## config.mk

```make
export PLATFORM = sky130hd
export DESIGN_NAME = aocr_regs
export DESIGN_NICKNAME = d
export VERILOG_FILES = /design/src/rtl/aocr_pkg.sv /design/src/rtl/aocr_tpg.sv /design/src/rtl/aocr_regs.sv
export SDC_FILE = /design/constraint.sdc
export NUM_CORES = 1
export LEC_CHECK = 0
export BUFFER_PORTS_ARGS = -buffer_cell sky130_fd_sc_hd__buf_2
export CORE_MARGIN = 3
export CORE_UTILIZATION = 50
export CTS_CLUSTER_DIAMETER = 40
export DETAILED_ROUTE_END_ITERATION = 6
export PLACE_DENSITY = 0.71
export SLEW_MARGIN = 10
export SYNTH_ARGS = -nofsm -noshare
export SYNTH_HDL_FRONTEND = slang
export SYNTH_HIERARCHICAL = 1
export SYNTH_SLANG_ARGS = --single-unit
```

## constraint.sdc

```tcl
create_clock -name clk_i -period 6.3 [get_ports clk_i]
set_input_delay 0.63 -clock clk_i [delete_from_list [all_inputs] [get_ports clk_i]]
set_output_delay 0.63 -clock clk_i [all_outputs]
set_load 0.005 [all_outputs]
```

## src/rtl/aocr_pkg.sv

```systemverilog
// shared constants and types for the output test and configuration register bank
// Operation
// pattern sequencing 00 repeats, 01 alternates
// sequencing acts only in user pattern mode
// mode code 1000 selects user pattern
// phase bits 6:4 delay in input clocks
// drive bit 0: 0 normal, 1 doubled
// nonzero mode replaces samples with test data
package aocr_pkg;
  localparam int unsigned ADDR_W = 13;
  localparam logic [ADDR_W-1:0] ADDR_ENH = 13'h000c;
  localparam logic [ADDR_W-1:0] ADDR_TEST = 13'h000d;
  localparam logic [ADDR_W-1:0] ADDR_OFFS = 13'h0010;
  localparam logic [ADDR_W-1:0] ADDR_FMT = 13'h0014;
  localparam logic [ADDR_W-1:0] ADDR_DRV = 13'h0015;
  localparam logic [ADDR_W-1:0] ADDR_PHASE = 13'h0016;
  localparam logic [ADDR_W-1:0] ADDR_VREF = 13'h0018;
  localparam logic [ADDR_W-1:0] ADDR_PAT1L = 13'h0019;

  localparam logic [7:0] RST_ENH = 8'h00;
  localparam logic [7:0] RST_TEST = 8'h00;
  localparam logic [7:0] RST_OFFS = 8'h00;
  localparam logic [7:0] RST_FMT = 8'h01;
  localparam logic [7:0] RST_DRV = 8'h00;
  localparam logic [7:0] RST_PHASE = 8'h03;
  localparam logic [7:0] RST_VREF = 8'h04;
  localparam logic [7:0] RST_PAT1L = 8'h00;

  // field positions
  localparam int unsigned CHOP_BIT = 2;
  localparam int unsigned SEQ_LSB = 6;
  localparam int unsigned PNL_BIT = 5;
  localparam int unsigned PNS_BIT = 4;
  localparam int unsigned IEEE_BIT = 6;
  localparam int unsigned INV_BIT = 2;
  localparam int unsigned TWOS_BIT = 0;
  localparam int unsigned TERM_LSB = 4;
  localparam int unsigned DRV_BIT = 0;
  localparam int unsigned PH_IN_LSB = 4;

  // test mode selector codes
  localparam logic [3:0] TM_OFF = 4'h0;
  localparam logic [3:0] TM_MID = 4'h1;
  localparam logic [3:0] TM_POSFS = 4'h2;
  localparam logic [3:0] TM_NEGFS = 4'h3;
  localparam logic [3:0] TM_CHECK = 4'h4;
  localparam logic [3:0] TM_PNLONG = 4'h5;
  localparam logic [3:0] TM_PNSHORT = 4'h6;
  localparam logic [3:0] TM_TOGGLE = 4'h7;
  localparam logic [3:0] TM_USER = 4'h8;
  localparam logic [1:0] SEQ_SINGLE = 2'h0;
  localparam logic [1:0] SEQ_ALT = 2'h1;
  localparam logic [1:0] SEQ_SINGLE_ONCE = 2'h2;
  localparam logic [1:0] SEQ_ALT_ONCE = 2'h3;

  // serial port framing
  localparam logic [3:0] INSTR_LAST = 4'hf;
  localparam logic [3:0] BYTE_LAST = 4'h7;
  localparam int unsigned RW_BIT = 15;

  typedef enum logic [1:0] {SPI_IDLE, SPI_INSTR, SPI_DATA} aocr_spi_e;

  typedef struct packed {
    logic chop_en;
    logic ieee_range;
    logic twos_comp;
    logic drive_double;
    logic [1:0] term_sel;
    logic [2:0] clk_phase_in;
    logic [3:0] clk_phase_out;
    logic [2:0] vref_sel;
    logic [1:0] pat_seq;
    logic pn_long_rst;
    logic pn_short_rst;
    logic [7:0] user_pattern_one_low;
  } aocr_cfg_s;

  typedef struct packed {
    logic [3:0] test_mode;
    logic [7:0] offset_trim;
    logic invert;
  } aocr_chan_cfg_s;
endpackage : aocr_pkg

```

## src/rtl/aocr_tpg.sv

```systemverilog
// one channel's output source: converted samples or the selected test pattern
module aocr_tpg #(
  parameter int unsigned DW = 12
) (
  input wire logic clk_i, // system clock
  input wire logic reset_n_i, // async reset, active low
  input wire logic sample_valid_i, // one new output word per pulse
  input wire logic [DW-1:0] sample_i, // converted sample, offset binary
  input wire aocr_pkg::aocr_chan_cfg_s chan_i, // per-channel settings
  input wire aocr_pkg::aocr_cfg_s cfg_i, // global settings
  input wire logic [15:0] pat1_i, // user pattern one
  input wire logic [15:0] pat2_i, // user pattern two
  output logic [DW-1:0] data_o // word to the serializer
);
  import aocr_pkg::*;

  logic [DW-1:0] data_d, data_q;
  logic alt_d, alt_q, done_d, done_q;
  logic [22:0] pnl_d, pnl_q;
  logic [8:0] pns_d, pns_q;
  logic [DW-1:0] ramp_d, ramp_q;
  logic [DW-1:0] norm;
  logic [DW-1:0] user_w;
  logic is_user;

  assign is_user = (chan_i.test_mode == TM_USER);

  always_comb
  begin
    norm = cfg_i.twos_comp ? {~sample_i[DW-1], sample_i[DW-2:0]} : sample_i;
    norm = chan_i.invert ? ~norm : norm;
    user_w = alt_q ? pat2_i[15 -: DW] : pat1_i[15 -: DW];
    data_d = data_q;
    alt_d = alt_q;
    done_d = done_q;
    pnl_d = cfg_i.pn_long_rst ? '1 : pnl_q;
    pns_d = cfg_i.pn_short_rst ? '1 : pns_q;
    ramp_d = ramp_q;
    if (!is_user)
    begin
      done_d = 1'b0;
    end
    if (sample_valid_i)
    begin
      alt_d = ~alt_q;
      ramp_d = ramp_q + 1'b1;
      if (!cfg_i.pn_long_rst)
        pnl_d = {pnl_q[21:0], pnl_q[22] ^ pnl_q[17]};
      if (!cfg_i.pn_short_rst)
        pns_d = {pns_q[7:0], pns_q[8] ^ pns_q[4]};
      case (chan_i.test_mode)
        TM_OFF: data_d = norm;
        TM_MID: data_d = {1'b1, {(DW-1){1'b0}}};
        TM_POSFS: data_d = '1;
        TM_NEGFS: data_d = '0;
        TM_CHECK: data_d = alt_q ? {(DW/2){2'b01}} : {(DW/2){2'b10}};
        TM_PNLONG: data_d = pnl_q[DW-1:0];
        TM_PNSHORT: data_d = {{(DW-9){1'b0}}, pns_q};
        TM_TOGGLE: data_d = alt_q ? '0 : '1;
        TM_USER:
        begin
          case (cfg_i.pat_seq)
            SEQ_SINGLE:
            begin
              data_d = pat1_i[15 -: DW];
              alt_d = 1'b0;
            end
            SEQ_ALT: data_d = user_w;
            SEQ_SINGLE_ONCE:
            begin
              data_d = done_q ? '0 : pat1_i[15 -: DW];
              alt_d = 1'b0;
              done_d = 1'b1;
            end
            default:
            begin
              data_d = done_q ? '0 : user_w;
              done_d = done_q | alt_q;
            end
          endcase
        end
        default: data_d = ramp_q;
      endcase
    end
  end

  always_ff @(posedge clk_i or negedge reset_n_i)
  begin
    if (!reset_n_i)
    begin
      data_q <= '0;
      alt_q <= 1'b0;
      done_q <= 1'b0;
      pnl_q <= '1;
      pns_q <= '1;
      ramp_q <= '0;
    end
    else
    begin
      data_q <= data_d;
      alt_q <= alt_d;
      done_q <= done_d;
      pnl_q <= pnl_d;
      pns_q <= pns_d;
      ramp_q <= ramp_d;
    end
  end

  assign data_o = data_q;
endmodule : aocr_tpg

```

## src/rtl/aocr_regs.sv

```systemverilog
// output test, format, drive and phase register bank behind the serial port, with pattern muxes
module aocr_regs #(
  parameter int unsigned NCH = 4,
  parameter int unsigned DW = 12
) (
  input wire logic clk_i, // 25 MHz system clock
  input wire logic reset_n_i, // async reset, active low
  input wire logic spi_sclk_i, // serial port clock pin
  input wire logic spi_csb_n_i, // serial port select pin, active low
  input wire logic spi_sdio_i, // serial data pin, input side
  output logic spi_sdio_o, // serial data pin, output side
  output logic spi_sdio_oe_o, // high while driving serial data
  input wire logic [NCH-1:0] chan_sel_i, // channels that take local writes
  input wire logic [7:0] user_pattern_one_high_i, // pattern one upper byte
  input wire logic [15:0] user_pattern_two_i, // pattern two
  input wire logic sample_valid_i, // new sample word strobe
  input wire logic [NCH*DW-1:0] sample_i, // converted samples, channel 0 low
  output aocr_pkg::aocr_cfg_s cfg_o, // global settings
  output aocr_pkg::aocr_chan_cfg_s [NCH-1:0] chan_cfg_o, // per-channel settings
  output logic [NCH*DW-1:0] data_o // words to the serializers
);
  import aocr_pkg::*;

  // pins come from the host's timing, so all three are synchronised first
  logic [2:0] sync1_q, sync2_q, prev_q;
  logic sclk_rise, sclk_fall, cs_act, sdio_s;

  always_ff @(posedge clk_i or negedge reset_n_i)
  begin
    if (!reset_n_i)
    begin
      sync1_q <= 3'h2;
      sync2_q <= 3'h2;
      prev_q <= 3'h2;
    end
    else
    begin
      sync1_q <= {spi_sdio_i, spi_csb_n_i, spi_sclk_i};
      sync2_q <= sync1_q;
      prev_q <= sync2_q;
    end
  end

  assign cs_act = ~sync2_q[1];
  assign sdio_s = sync2_q[2];
  assign sclk_rise = cs_act & sync2_q[0] & ~prev_q[0];
  assign sclk_fall = cs_act & ~sync2_q[0] & prev_q[0];

  // register state
  logic [7:0] enh_q, tmg_q, fmt_q, drv_q, ph_q, vref_q, pat_q;
  logic [7:0] enh_d, tmg_d, fmt_d, drv_d, ph_d, vref_d, pat_d;
  logic [NCH-1:0][3:0] mode_q, mode_d;
  logic [NCH-1:0][7:0] offs_q, offs_d;
  logic [NCH-1:0] inv_q, inv_d;

  // serial port state
  aocr_spi_e st_q, st_d;
  logic [3:0] cnt_q, cnt_d;
  logic [15:0] sh_q, sh_d;
  logic rw_q, rw_d, reload_q, reload_d, oe_q, oe_d;
  logic [ADDR_W-1:0] addr_q, addr_d;
  logic [7:0] rd_sh_q, rd_sh_d;
  logic wr_stb;
  logic [ADDR_W-1:0] wr_addr;
  logic [7:0] wr_data;
  int unsigned sel_idx;

  // local reads show the lowest selected channel
  always_comb
  begin
    sel_idx = 0;
    for (int i = NCH - 1; i >= 0; i--)
      if (chan_sel_i[i])
        sel_idx = i;
  end

  function automatic logic [7:0] rd_mux(input logic [ADDR_W-1:0] a);
    logic [7:0] r;
    r = 8'h00;
    case (a)
      ADDR_ENH: r = enh_q;
      ADDR_TEST: r = tmg_q | {4'h0, mode_q[sel_idx]};
      ADDR_OFFS: r = offs_q[sel_idx];
      ADDR_FMT: r = fmt_q | (8'(inv_q[sel_idx]) << INV_BIT);
      ADDR_DRV: r = drv_q;
      ADDR_PHASE: r = ph_q;
      ADDR_VREF: r = vref_q;
      ADDR_PAT1L: r = pat_q;
      default: r = 8'h00;
    endcase
    return r;
  endfunction : rd_mux

  always_comb
  begin
    st_d = st_q;
    cnt_d = cnt_q;
    sh_d = sh_q;
    rw_d = rw_q;
    addr_d = addr_q;
    rd_sh_d = rd_sh_q;
    reload_d = reload_q;
    oe_d = oe_q;
    wr_stb = 1'b0;
    wr_addr = addr_q;
    wr_data = {sh_q[6:0], sdio_s};
    if (!cs_act)
    begin
      st_d = SPI_IDLE;
      oe_d = 1'b0;
      reload_d = 1'b0;
    end
    else
    begin
      case (st_q)
        SPI_IDLE:
        begin
          st_d = SPI_INSTR;
          cnt_d = 4'h0;
        end
        SPI_INSTR:
        begin
          if (sclk_rise)
          begin
            sh_d = {sh_q[14:0], sdio_s};
            cnt_d = cnt_q + 4'h1;
            if (cnt_q == INSTR_LAST)
            begin
              st_d = SPI_DATA;
              cnt_d = 4'h0;
              rw_d = sh_d[RW_BIT];
              addr_d = sh_d[ADDR_W-1:0];
              rd_sh_d = rd_mux(sh_d[ADDR_W-1:0]);
              oe_d = sh_d[RW_BIT];
            end
          end
        end
        SPI_DATA:
        begin
          if (sclk_rise)
          begin
            sh_d = {sh_q[14:0], sdio_s};
            cnt_d = cnt_q + 4'h1;
            if (cnt_q == BYTE_LAST)
            begin
              cnt_d = 4'h0;
              wr_stb = ~rw_q;
              addr_d = addr_q - 1'b1;
              reload_d = rw_q;
            end
          end
          else if (sclk_fall && rw_q)
          begin
            rd_sh_d = reload_q ? rd_mux(addr_q) : {rd_sh_q[6:0], 1'b0};
            reload_d = 1'b0;
          end
        end
        default: st_d = SPI_IDLE;
      endcase
    end
  end

  always_ff @(posedge clk_i or negedge reset_n_i)
  begin
    if (!reset_n_i)
    begin
      st_q <= SPI_IDLE;
      cnt_q <= 4'h0;
      sh_q <= '0;
      rw_q <= 1'b0;
      addr_q <= '0;
      rd_sh_q <= 8'h00;
      reload_q <= 1'b0;
      oe_q <= 1'b0;
    end
    else
    begin
      st_q <= st_d;
      cnt_q <= cnt_d;
      sh_q <= sh_d;
      rw_q <= rw_d;
      addr_q <= addr_d;
      rd_sh_q <= rd_sh_d;
      reload_q <= reload_d;
      oe_q <= oe_d;
    end
  end

  assign spi_sdio_o = rd_sh_q[7];
  assign spi_sdio_oe_o = oe_q;

  // only documented bits are kept; open bits read back as zero
  always_comb
  begin
    enh_d = enh_q;
    tmg_d = tmg_q;
    fmt_d = fmt_q;
    drv_d = drv_q;
    ph_d = ph_q;
    vref_d = vref_q;
    pat_d = pat_q;
    mode_d = mode_q;
    offs_d = offs_q;
    inv_d = inv_q;
    if (wr_stb)
    begin
      case (wr_addr)
        ADDR_ENH: enh_d = wr_data & (8'h01 << CHOP_BIT);
        ADDR_TEST: tmg_d = wr_data & 8'hf0;
        ADDR_FMT: fmt_d = wr_data & ((8'h01 << IEEE_BIT) | (8'h01 << TWOS_BIT));
        ADDR_DRV: drv_d = wr_data & ((8'h03 << TERM_LSB) | (8'h01 << DRV_BIT));
        ADDR_PHASE: ph_d = wr_data & 8'h7f;
        ADDR_VREF: vref_d = wr_data & 8'h07;
        ADDR_PAT1L: pat_d = wr_data;
        default: pat_d = pat_q;
      endcase
      for (int i = 0; i < NCH; i++)
        if (chan_sel_i[i])
        begin
          if (wr_addr == ADDR_TEST)
            mode_d[i] = wr_data[3:0];
          if (wr_addr == ADDR_OFFS)
            offs_d[i] = wr_data;
          if (wr_addr == ADDR_FMT)
            inv_d[i] = wr_data[INV_BIT];
        end
    end
  end

  always_ff @(posedge clk_i or negedge reset_n_i)
  begin
    if (!reset_n_i)
    begin
      enh_q <= RST_ENH;
      tmg_q <= RST_TEST;
      fmt_q <= RST_FMT;
      drv_q <= RST_DRV;
      ph_q <= RST_PHASE;
      vref_q <= RST_VREF;
      pat_q <= RST_PAT1L;
      mode_q <= '0;
      offs_q <= {NCH{RST_OFFS}};
      inv_q <= '0;
    end
    else
    begin
      enh_q <= enh_d;
      tmg_q <= tmg_d;
      fmt_q <= fmt_d;
      drv_q <= drv_d;
      ph_q <= ph_d;
      vref_q <= vref_d;
      pat_q <= pat_d;
      mode_q <= mode_d;
      offs_q <= offs_d;
      inv_q <= inv_d;
    end
  end

  always_comb
  begin
    cfg_o.chop_en = enh_q[CHOP_BIT];
    cfg_o.ieee_range = fmt_q[IEEE_BIT];
    cfg_o.twos_comp = fmt_q[TWOS_BIT];
    cfg_o.drive_double = drv_q[DRV_BIT];
    cfg_o.term_sel = drv_q[TERM_LSB +: 2];
    cfg_o.clk_phase_in = ph_q[PH_IN_LSB +: 3];
    cfg_o.clk_phase_out = ph_q[3:0];
    cfg_o.vref_sel = vref_q[2:0];
    cfg_o.pat_seq = tmg_q[SEQ_LSB +: 2];
    cfg_o.pn_long_rst = tmg_q[PNL_BIT];
    cfg_o.pn_short_rst = tmg_q[PNS_BIT];
    cfg_o.user_pattern_one_low = pat_q;
    for (int i = 0; i < NCH; i++)
    begin
      chan_cfg_o[i].test_mode = mode_q[i];
      chan_cfg_o[i].offset_trim = offs_q[i];
      chan_cfg_o[i].invert = inv_q[i];
    end
  end

  for (genvar g = 0; g < NCH; g++)
  begin : g_chan
    aocr_tpg #(.DW(DW)) u_tpg (
      .clk_i(clk_i),
      .reset_n_i(reset_n_i),
      .sample_valid_i(sample_valid_i),
      .sample_i(sample_i[g*DW +: DW]),
      .chan_i(chan_cfg_o[g]),
      .cfg_i(cfg_o),
      .pat1_i({user_pattern_one_high_i, pat_q}),
      .pat2_i(user_pattern_two_i),
      .data_o(data_o[g*DW +: DW])
    );
  end
endmodule : aocr_regs

```

==> reports/results.txt, run 1 <==
Fmax = 345.6 MHz
Vias = 15.81k
First-pass GRT wire length = 89.55 mm
Synthesized area per cell = 10.70 µm²
DRT iter0 DRCs = 1603
CTS tree = yes
Actual slew at the worst max-slew pin = 0.9892 ns
Placed cells = 2447
Leakage Power = 10.63 nW
Top_reg_cell synth = dfrtp_1
Yosys top cell by area = dfrtp_1
CP Launch Type = flop
Mean number of vias per cell = 6.185
Final non-filler cell total = 2556
H-tree depth = 2
CP Capture Type = flop
Postcts setup bufs = 0
Clock Latency Late Sink = 0.60 ns
Clock Pin Slew Worst Setup and Hold Paths = 0.06 ns
Final Util = 58.89%
Yosys Warn Count = 6
NumNets Final = 2084
Crit Path Max Fanout = 10
VDD IR-drop max = 0.0002300 V
Drt wl/cell = 22.64 µm
Total wire length = 57.87 mm
Mapped Area = 19780 µm²
DRC violations left = 1
Initial antenna violation count = 2
Post-Syn Nets = 1945
Final period util = 45.94%
Placed cell area = 20920 µm²
Kind of critical path = flop to flop
Die Area = 41990 µm²
CTS Root Cell = clkbuf_16
Height of the die = 204.9 µm
Post-DP HPWL = 38.95 mm
Number of global-route vias before repair = 15.64k
Asr flop ratio synth = 100.0%
WP data arrival = 3.37 ns
Status = complete, but fails checks
CTS max path bufs = 3
Initial Util = 50.95%
Rel. slew slack = 34.05%
Final Critical Period = 2.894 ns
PortBufs = 207
Synth unique cells = 88
Maxcap violations = 0
Synth-to-layout area growth = 15.58%
Final setup fails = 0
Final Cell Area = 22870 µm²
Fin Setup TNS = 0 ns
Core Box Area = 38830 µm²
Proportion of netlist area held by the largest area contributor = 29.09%
Post-synth EDFFs = 0
Total Power = 7.561 mW
Unrepaired setup endpoints after global routing = false
Antenna viol nets, final = 0
Hold WC Path Type = input pin to async pin
Die W = 204.9 µm
DRT Pass-1 Iters = 7
Worst EP required = 6.78 ns
Clock sinks = 364
All-Layer GR Usage = 27.15%
Yosys reg bits = 364
Largest net degree at the start of global routing = 144
CTS buffer count = 57
Grt total ovfl = 0
Slew Viols, Final = 0
Fraction of layout cells with a size suffix above 1 = 31.52%
Sequential fraction of the synthesis area = 46.89%
Most common cell after layout, fill and taps aside = dfrtp_1
# IOs = 212
Reg2Reg Setup Slack = 3.41 ns
Post-CTS resize count = 0
Post-Syn Instances = 1849
Skew final = 0.02637 ns
Top cells by area, synth = dfrtp_1 (29%), dfstp_2 (18%), mux2_2 (7.3%)
Failing checks = DRC
CTS Hold Bufs = 0
Power Dens Cells = 330.6 nW/µm²
# rows = 72
GPL Wtd Cong = 0.9351
Final hold violations = 0
Most frequent cells in the layout = dfrtp_1 (229), buf_2 (205), dfstp_2 (134)
## Yosys cell counts, types with 13 or more instances
master,instances
dfrtp_1,230
dfstp_2,134
nor2b_1,130
mux2_2,129
nand2_1,110
a211o_1,102
a21oi_1,82
clkbuf_1,73
nor2_1,73
o22ai_1,54
xnor2_1,53
o21ai_0,52
nand3_1,49
xor2_1,45
buf_2,34
inv_1,33
mux2i_1,32
a22o_1,30
a222oi_1,29
a22oi_1,20
nand2b_1,19
nand3b_1,19
nor3_1,17
a221oi_1,14
ha_1,14
nand4_1,13
## metal layers
metal  vias to the layer above  share of wire [%]  global-route usage [%]
li1                       7130                  -                       -
met1                      7866                 42                   36.50
met2                       676                 46                   42.75
met3                       136                8.3                   6.817
met4                         2                3.6                   9.983
met5                         -              0.022                       0
## worst max-delay path, stage by stage, from the launching register on
cell	delay (ns)
dfrtp_1	0.39
inv_1	0.12
ha_1	0.33
and4b_1	0.38
nor4b_1	0.72
nand2_1	0.45
mux2_2	0.38
## through the flow
stage	setup WS, ns	hold slack, ns
after floorplan	3.915	0.3312
after global placement	3.390	0.3357
after detailed placement	3.400	0.3505
after CTS	3.504	0.09949
after global routing	3.278	0.1022
final	3.406	0.05038
## final cells by class
type	count	area (µm²)
multi-input cells	1310	9678
inverters	33	123.9
repair buffers	222	1194
clock buffers	65	1508
diodes	1	2.502
fillers	3213	15960
clock inverters	43	435.4
flip-flops and latches	364	9278
well taps	518	648.1
## final timing paths
path	start	endpoint	depth (start not counted)
max	addr_q[1]	pat_q[7]	6
max reg2reg	addr_q[1]	pat_q[7]	6
min in group clk_i	spi_csb_n_i	sync1_q[1]	1
min reg2reg	sync1_q[1]	sync2_q[1]	0
min	reset_n_i	g_chan[0].u_tpg/ramp_q[0]	1
max in group asynchronous	reset_n_i	tmg_q[5]	2
## power by group
group          switching [mW]  leakage, nW  internal (mW)
sequential              0.406         4.37           2.86
clock                    1.25        0.932           1.89
combinational           0.607         5.32          0.545
## state kept, by name (all words and copies together), names as in the netlist, 7 cells and up
signal / cells
addr_q: 13
chan_cfg_o: 48
g_chan.u_tpg/data_o: 48
g_chan.u_tpg/pnl_q: 92
g_chan.u_tpg/pns_q: 36
g_chan.u_tpg/ramp_q: 48
pat_q: 8
ph_q: 7
rd_sh_q: 8
sh_q: 15
## kinds of logic after synthesis
| kind of cell | share of synthesized area (%) |
|---|---|
| mux | 9.132 |
| buf+inv | 4.218 |
| simple gates | 14.80 |
| xor+xnor | 4.680 |
| fa+ha+maj | 0.8854 |
| compound gates | 19.40 |
| flops | 46.89 |
Power figures use the tool's default switching activity.
==> inputs of run 2 (changes only) <==
==> constraint.sdc (replaced) <==
create_clock -name clk_i -period 2.92 [get_ports clk_i]
set_input_delay 0.292 -clock clk_i [delete_from_list [all_inputs] [get_ports clk_i]]
set_output_delay 0.292 -clock clk_i [all_outputs]
set_load 0.005 [all_outputs]
==> run 2 against run 1 <==
Effect of this change:
- the run now ends clean
- critical path depth decreased by 2
- routed wire length increased by 1.7%
- power increased by 120%
- global-route usage increased by 0.59 points
- sequential power increased by 110%
- setup slack got worse by 3.1 ns
==> reports/results.txt, run 2 (synthesis gave the netlist of run 1 again) <==
Status = finished clean
Antenna viol nets, final = 0
Mean number of vias per cell = 6.157
Maxcap violations = 0
Placed cell area = 21260 µm²
Initial antenna violation count = 5
DRT iter0 DRCs = 1336
# rows = 72
# IOs = 212
Worst EP required = 3.38 ns
Post-CTS resize count = 0
Drt wl/cell = 22.61 µm
Hold WC Path Type = input pin to flop
Actual slew at the worst max-slew pin = 0.9702 ns
Synth-to-layout area growth = 17.45%
Worst Reg2Reg Path Length in Cells = 4
WL met2 = 26.03 mm
Filler cells = 3206
All-Layer GR Usage = 27.73%
Area of the multi-input gates = 9678 µm²
Largest net degree at the start of global routing = 84
DRC violations left = 0
H-tree depth = 2
VDD IR-drop max = 0.0005168 V
Die W = 204.9 µm
Fin Setup TNS = 0 ns
Kind of critical path = flop to flop
Clock Pin Slew Worst Setup and Hold Paths = 0.06 ns
Final Critical Period = 2.588 ns
Crit Path Max Fanout = 9
Height of the die = 204.9 µm
Reg2reg start = addr_q[9]
NumNets Final = 2132
CP Capture Type = flop
CTS Root Cell = clkbuf_16
DRT Pass-1 Iters = 6
Leakage Power = 10.86 nW
WP data arrival = 3.05 ns
Post-DP HPWL = 40.77 mm
Reg2Reg Setup Slack = 0.33 ns
Postcts setup bufs = 0
Total wire length = 58.84 mm
CTS tree = yes
Final hold violations = 0
Most common cell after layout, fill and taps aside = dfrtp_1
Clock sinks = 364
HP Start = sample_i[38]
Hold Crit Endpoint = g_chan[3].u_tpg/data_o[2]
Power Dens Cells = 699.9 nW/µm²
Routed length on met3 = 4.748 mm
Clock Latency Late Sink = 0.60 ns
First-pass GRT wire length = 90.64 mm
Final period util = 88.64%
Worst path cell trace = or4_1 > nor4_4 > nand3_1 > mux2_2
Unrepaired setup endpoints after global routing = false
GPL Wtd Cong = 0.9470
Die Area = 41990 µm²
Most frequent cells in the layout = dfrtp_1 (229), buf_2 (205), dfstp_2 (134)
Number of global-route vias before repair = 15.69k
Largest reg by FF count = g_chan.u_tpg/pnl_q
Fraction of layout cells with a size suffix above 1 = 32.44%
Rel. slew slack = 35.32%
Fmax = 386.4 MHz
Slew Viols, Final = 0
Core Box Area = 38830 µm²
CTS max path bufs = 3
Total Power = 16.26 mW
Slowest CP cell = or4_1
Vias = 16.03k
PortBufs = 207
Hold Crit Depth = 5
Register area = 9278 µm²
Final setup fails = 0
Grt total ovfl = 0
Initial Util = 50.95%
Reg-to-reg endpoint = ph_q[5]
Max FFs per register = 92
Max layer used = met5
Met1 WL = 25.11 mm
Skew final = 0.02261 ns
CP Launch Type = flop
Final Cell Area = 23240 µm²
CP peak stage delay = 0.73 ns
CTS buffer count = 57
-- run 2: metal layers --
layer  up-vias  GRT usage [%]
li1       7231              -
met1      7909          37.46
met2       688          42.44
met3       192          6.070
met4         6          13.67
met5         -              0
-- run 2: repair_timing --
| action | 4_1_cts | 5_1_grt |
|---|---|---|
| setup endpoints to repair | 0 | 0 |
| hold buffers | 8 | 0 |
| hold endpoints to repair | 54 | 0 |
-- run 2: report_power, final --
| part | total, mW | leakage, nW | switching (mW) | internal (mW) |
|---|---|---|---|---|
| Sequential | 7.00 | 4.37 | 0.823 | 6.18 |
| Clock | 6.63 | 0.919 | 2.57 | 4.06 |
| Combinational | 2.63 | 5.58 | 1.38 | 1.25 |
-- run 2: metrics by stage --
step	utilization, %	cells	setup WS [ns]	hold slack, ns
2_1_floorplan	-	1849	0.5347	-0.003591
3_3_place_gp	54.75	2487	0.3769	0.3318
3_5_place_dp	54.75	2487	0.3798	0.3358
4_1_cts	59.84	2602	0.3630	0.1047
5_1_grt	59.84	2603	0.1777	0.1566
6_report	59.84	2603	0.3318	0.1357
-- run 2: worst max-delay path by stage --
stage / from / end / slack [ns] / cells after the start
after floorplan: sh_q[6] / rd_sh_q[0] / 0.53 / 8
after global placement: addr_q[9] / inv_q[2] / 0.38 / 5
after detailed placement: addr_q[9] / inv_q[0] / 0.38 / 5
after CTS: addr_q[9] / chan_cfg_o[28] / 0.36 / 6
after global routing: sh_q[10] / rd_sh_q[6] / 0.18 / 7
final: addr_q[9] / ph_q[5] / 0.33 / 4
-- run 2: layout make-up --
type	count	area share, %
Inverter	33	0.5331
Sequential cell	364	39.93
Multi-Input combinational cell	1310	41.65
Clock inverter	35	1.368
Timing Repair Buffer	270	6.936
Clock buffer	72	6.785
Tap cell	518	2.789
Antenna cell	1	0.01077
-- run 2: critical path: cells and delay by family (launching register included) --
family / cells / cell delay (ns)
and+or+nand+nor: 3 / 1.66
DFF: 1 / 0.40
muxes: 1 / 0.40
==> inputs of run 3 (changes only) <==
--- a/config.mk
+++ b/config.mk
@@ -10,7 +10,7 @@
 export CORE_UTILIZATION = 50
 export CTS_CLUSTER_DIAMETER = 40
 export DETAILED_ROUTE_END_ITERATION = 6
-export PLACE_DENSITY = 0.71
+export PLACE_DENSITY = 0.73
 export SLEW_MARGIN = 10
 export SYNTH_ARGS = -nofsm -noshare
 export SYNTH_HDL_FRONTEND = slang
==> constraint.sdc (replaced) <==
create_clock -name clk_i -period 2.2 [get_ports clk_i]
set_input_delay 0.22 -clock clk_i [delete_from_list [all_inputs] [get_ports clk_i]]
set_output_delay 0.22 -clock clk_i [all_outputs]
set_load 0.005 [all_outputs]
==> run 3 against run 2 <==
Effect of this change:
- non-clock buffer count is 107 higher
- routed wire length is 2.8% higher
- flip-flop and latch count stayed put
- maximum frequency is 13% higher
- the run now ends with DRC, setup timing left
- critical path depth up 3
==> reports/results.txt, run 3 (synthesis gave the netlist of run 1 again) <==
Status = complete, but fails checks
Failing checks = DRC, setup timing
Met1 usage = 37.63%
Final Critical Period = 2.288 ns
Vias = 16.63k
First-pass GRT wire length = 93.13 mm
CTS max path bufs = 3
CTS tree = yes
Synth-to-layout area growth = 23.87%
Placed cells = 2588
Fmax = 437.1 MHz
Final setup fails = 7
Fin Setup TNS = -0.3778 ns
Core Box Area = 38830 µm²
Combinational share of power = 16.7%
CP most frequent cell = buf_4
Rel. slew slack = 52.18%
Crit Path Max Fanout = 7
Max FFs per register = 92
Power Dens Cells = 924.1 nW/µm²
# rows = 72
Antenna viol nets, final = 0
Post-DP HPWL = 42.93 mm
Pre-CTS setup slack = -0.1210 ns
Final non-filler cell total = 2710
DRT Pass-1 Iters = 7
Slew Viols, Final = 0
Sw Share = 28.77%
Final WS setup = -0.08768 ns
Kind of critical path = flop to flop
CP peak stage delay = 0.55 ns
Die W = 204.9 µm
GPL Wtd Cong = 1.036
# IOs = 212
Unrepaired setup endpoints after global routing = true
Final hold violations = 0
Most Crowded Layer GR = met2
CP Launch Type = flop
Int Pwr = 16.13 mW
NumNets Final = 2238
Area of the multi-input gates = 9906 µm²
H-tree depth = 2
Number of global-route vias before repair = 16.57k
DRC violations left = 8
Final period util = 104.0%
VDD IR-drop max = 0.0007564 V
M2 GR Usage = 44.64%
Maxcap violations = 0
Most frequent cells in the layout = dfrtp_1 (229), buf_2 (207), buf_4 (147)
Slowest CP cell = or4_4
Die Area = 41990 µm²
CTS buffer count = 56
Final Util = 63.12%
CP Capture Type = flop
All-Layer GR Usage = 28.28%
Register area = 9278 µm²
Switching pwr = 6.515 mW
Clock Latency Late Sink = 0.62 ns
Worst EP required = 2.73 ns
Initial antenna violation count = 2
Total wire length = 60.52 mm
Initial Util = 50.95%
Largest net degree at the start of global routing = 75
DRT iter0 DRCs = 1400
CTS Root Cell = clkbuf_16
Clk network pwr share = 42.4%
Filler cells = 3095
Clock sinks = 364
Leakage Power = 11.52 nW
Met3 Usage GRT = 6.054%
Largest reg by FF count = g_chan.u_tpg/pnl_q
Fraction of layout cells with a size suffix above 1 = 37.26%
Hold WC Path Type = input pin to flop
Actual slew at the worst max-slew pin = 0.7174 ns
PortBufs = 207
Drt wl/cell = 22.33 µm
Sequential share of power = 40.9%
Height of the die = 204.9 µm
Worst path cell trace = or4_4 > buf_4 > a2111o_1 > a211o_1 > buf_4 > nor2_1 > o22a_1
Mean number of vias per cell = 6.137
Grt total ovfl = 0
Reg2Reg Setup Slack = -0.09 ns
Most common cell after layout, fill and taps aside = dfrtp_1
Skew final = 0.03090 ns
Clock Pin Slew Worst Setup and Hold Paths = 0.05 ns
WP data arrival = 2.82 ns
## run 3: routing by layer
layer	part of all wire, %	routed length (µm)	up-vias
met5	0	0	-
met4	4.4	2645	0
met3	8.9	5367	165
met2	46	27740	767
met1	41	24760	8244
li1	-	-	7456
## run 3: per-stage QoR
step / power [mW] / instance area [µm²] / hold WS [ns]
floorplan: 11.43 / 19860 / -0.07559
global placement: 12.86 / 22140 / 0.2002
detailed placement: 13.03 / 22140 / 0.2004
CTS: 22.76 / 24350 / 0.03046
global route: 23.63 / 24500 / 0.07693
finish: 22.65 / 24510 / 0.07241
## run 3: timing repair
item	4_1_cts	5_1_grt
endpoints found under the setup margin	12	90
hold endpoints to repair	124	0
setup buffers	2	3
resized for setup	11	31
hold buffers	8	0
pin swaps	11	13
cloned	0	2
## run 3: path summary, 6_finish.rpt
path,startpoint,endpoint,cells after the start
setup reg to reg,sh_q[7],rd_sh_q[7],7
min in group asynchronous,reset_n_i,g_chan[0].u_tpg/ramp_q[3],2
hold / removal,chan_sel_i[2],inv_q[2],3
setup / recovery,sh_q[7],rd_sh_q[7],7
hold reg to reg,sync1_q[2],sync2_q[2],0
max in group asynchronous,reset_n_i,g_chan[3].u_tpg/pnl_q[18],3
## run 3: power by group through the flow
stage	registers (mW)	clock network [mW]	logic [mW]
floorplan	8.97	0	2.46
global placement	9.28	0	3.59
finish	9.26	9.60	3.79
global route	9.40	10.1	4.14
CTS	9.24	9.76	3.76
detailed placement	9.32	0	3.71
## run 3: cell type report
type,count,share of cell area (%)
multi-input cells,1310,40.42
flip-flops and latches,364,37.86
repair buffers,377,10.13
clock buffers,65,6.019
well taps,518,2.645
clock inverters,41,2.400
inverters,33,0.5054
diodes,2,0.02042
## run 3: critical path: cells and delay by family (launching register included)
family / cells / cell delay [ns]
AOI/OAI and AO/OA: 3 / 0.87
and+or+nand+nor: 2 / 0.64
buffers and inverters: 2 / 0.34
DFF: 1 / 0.38
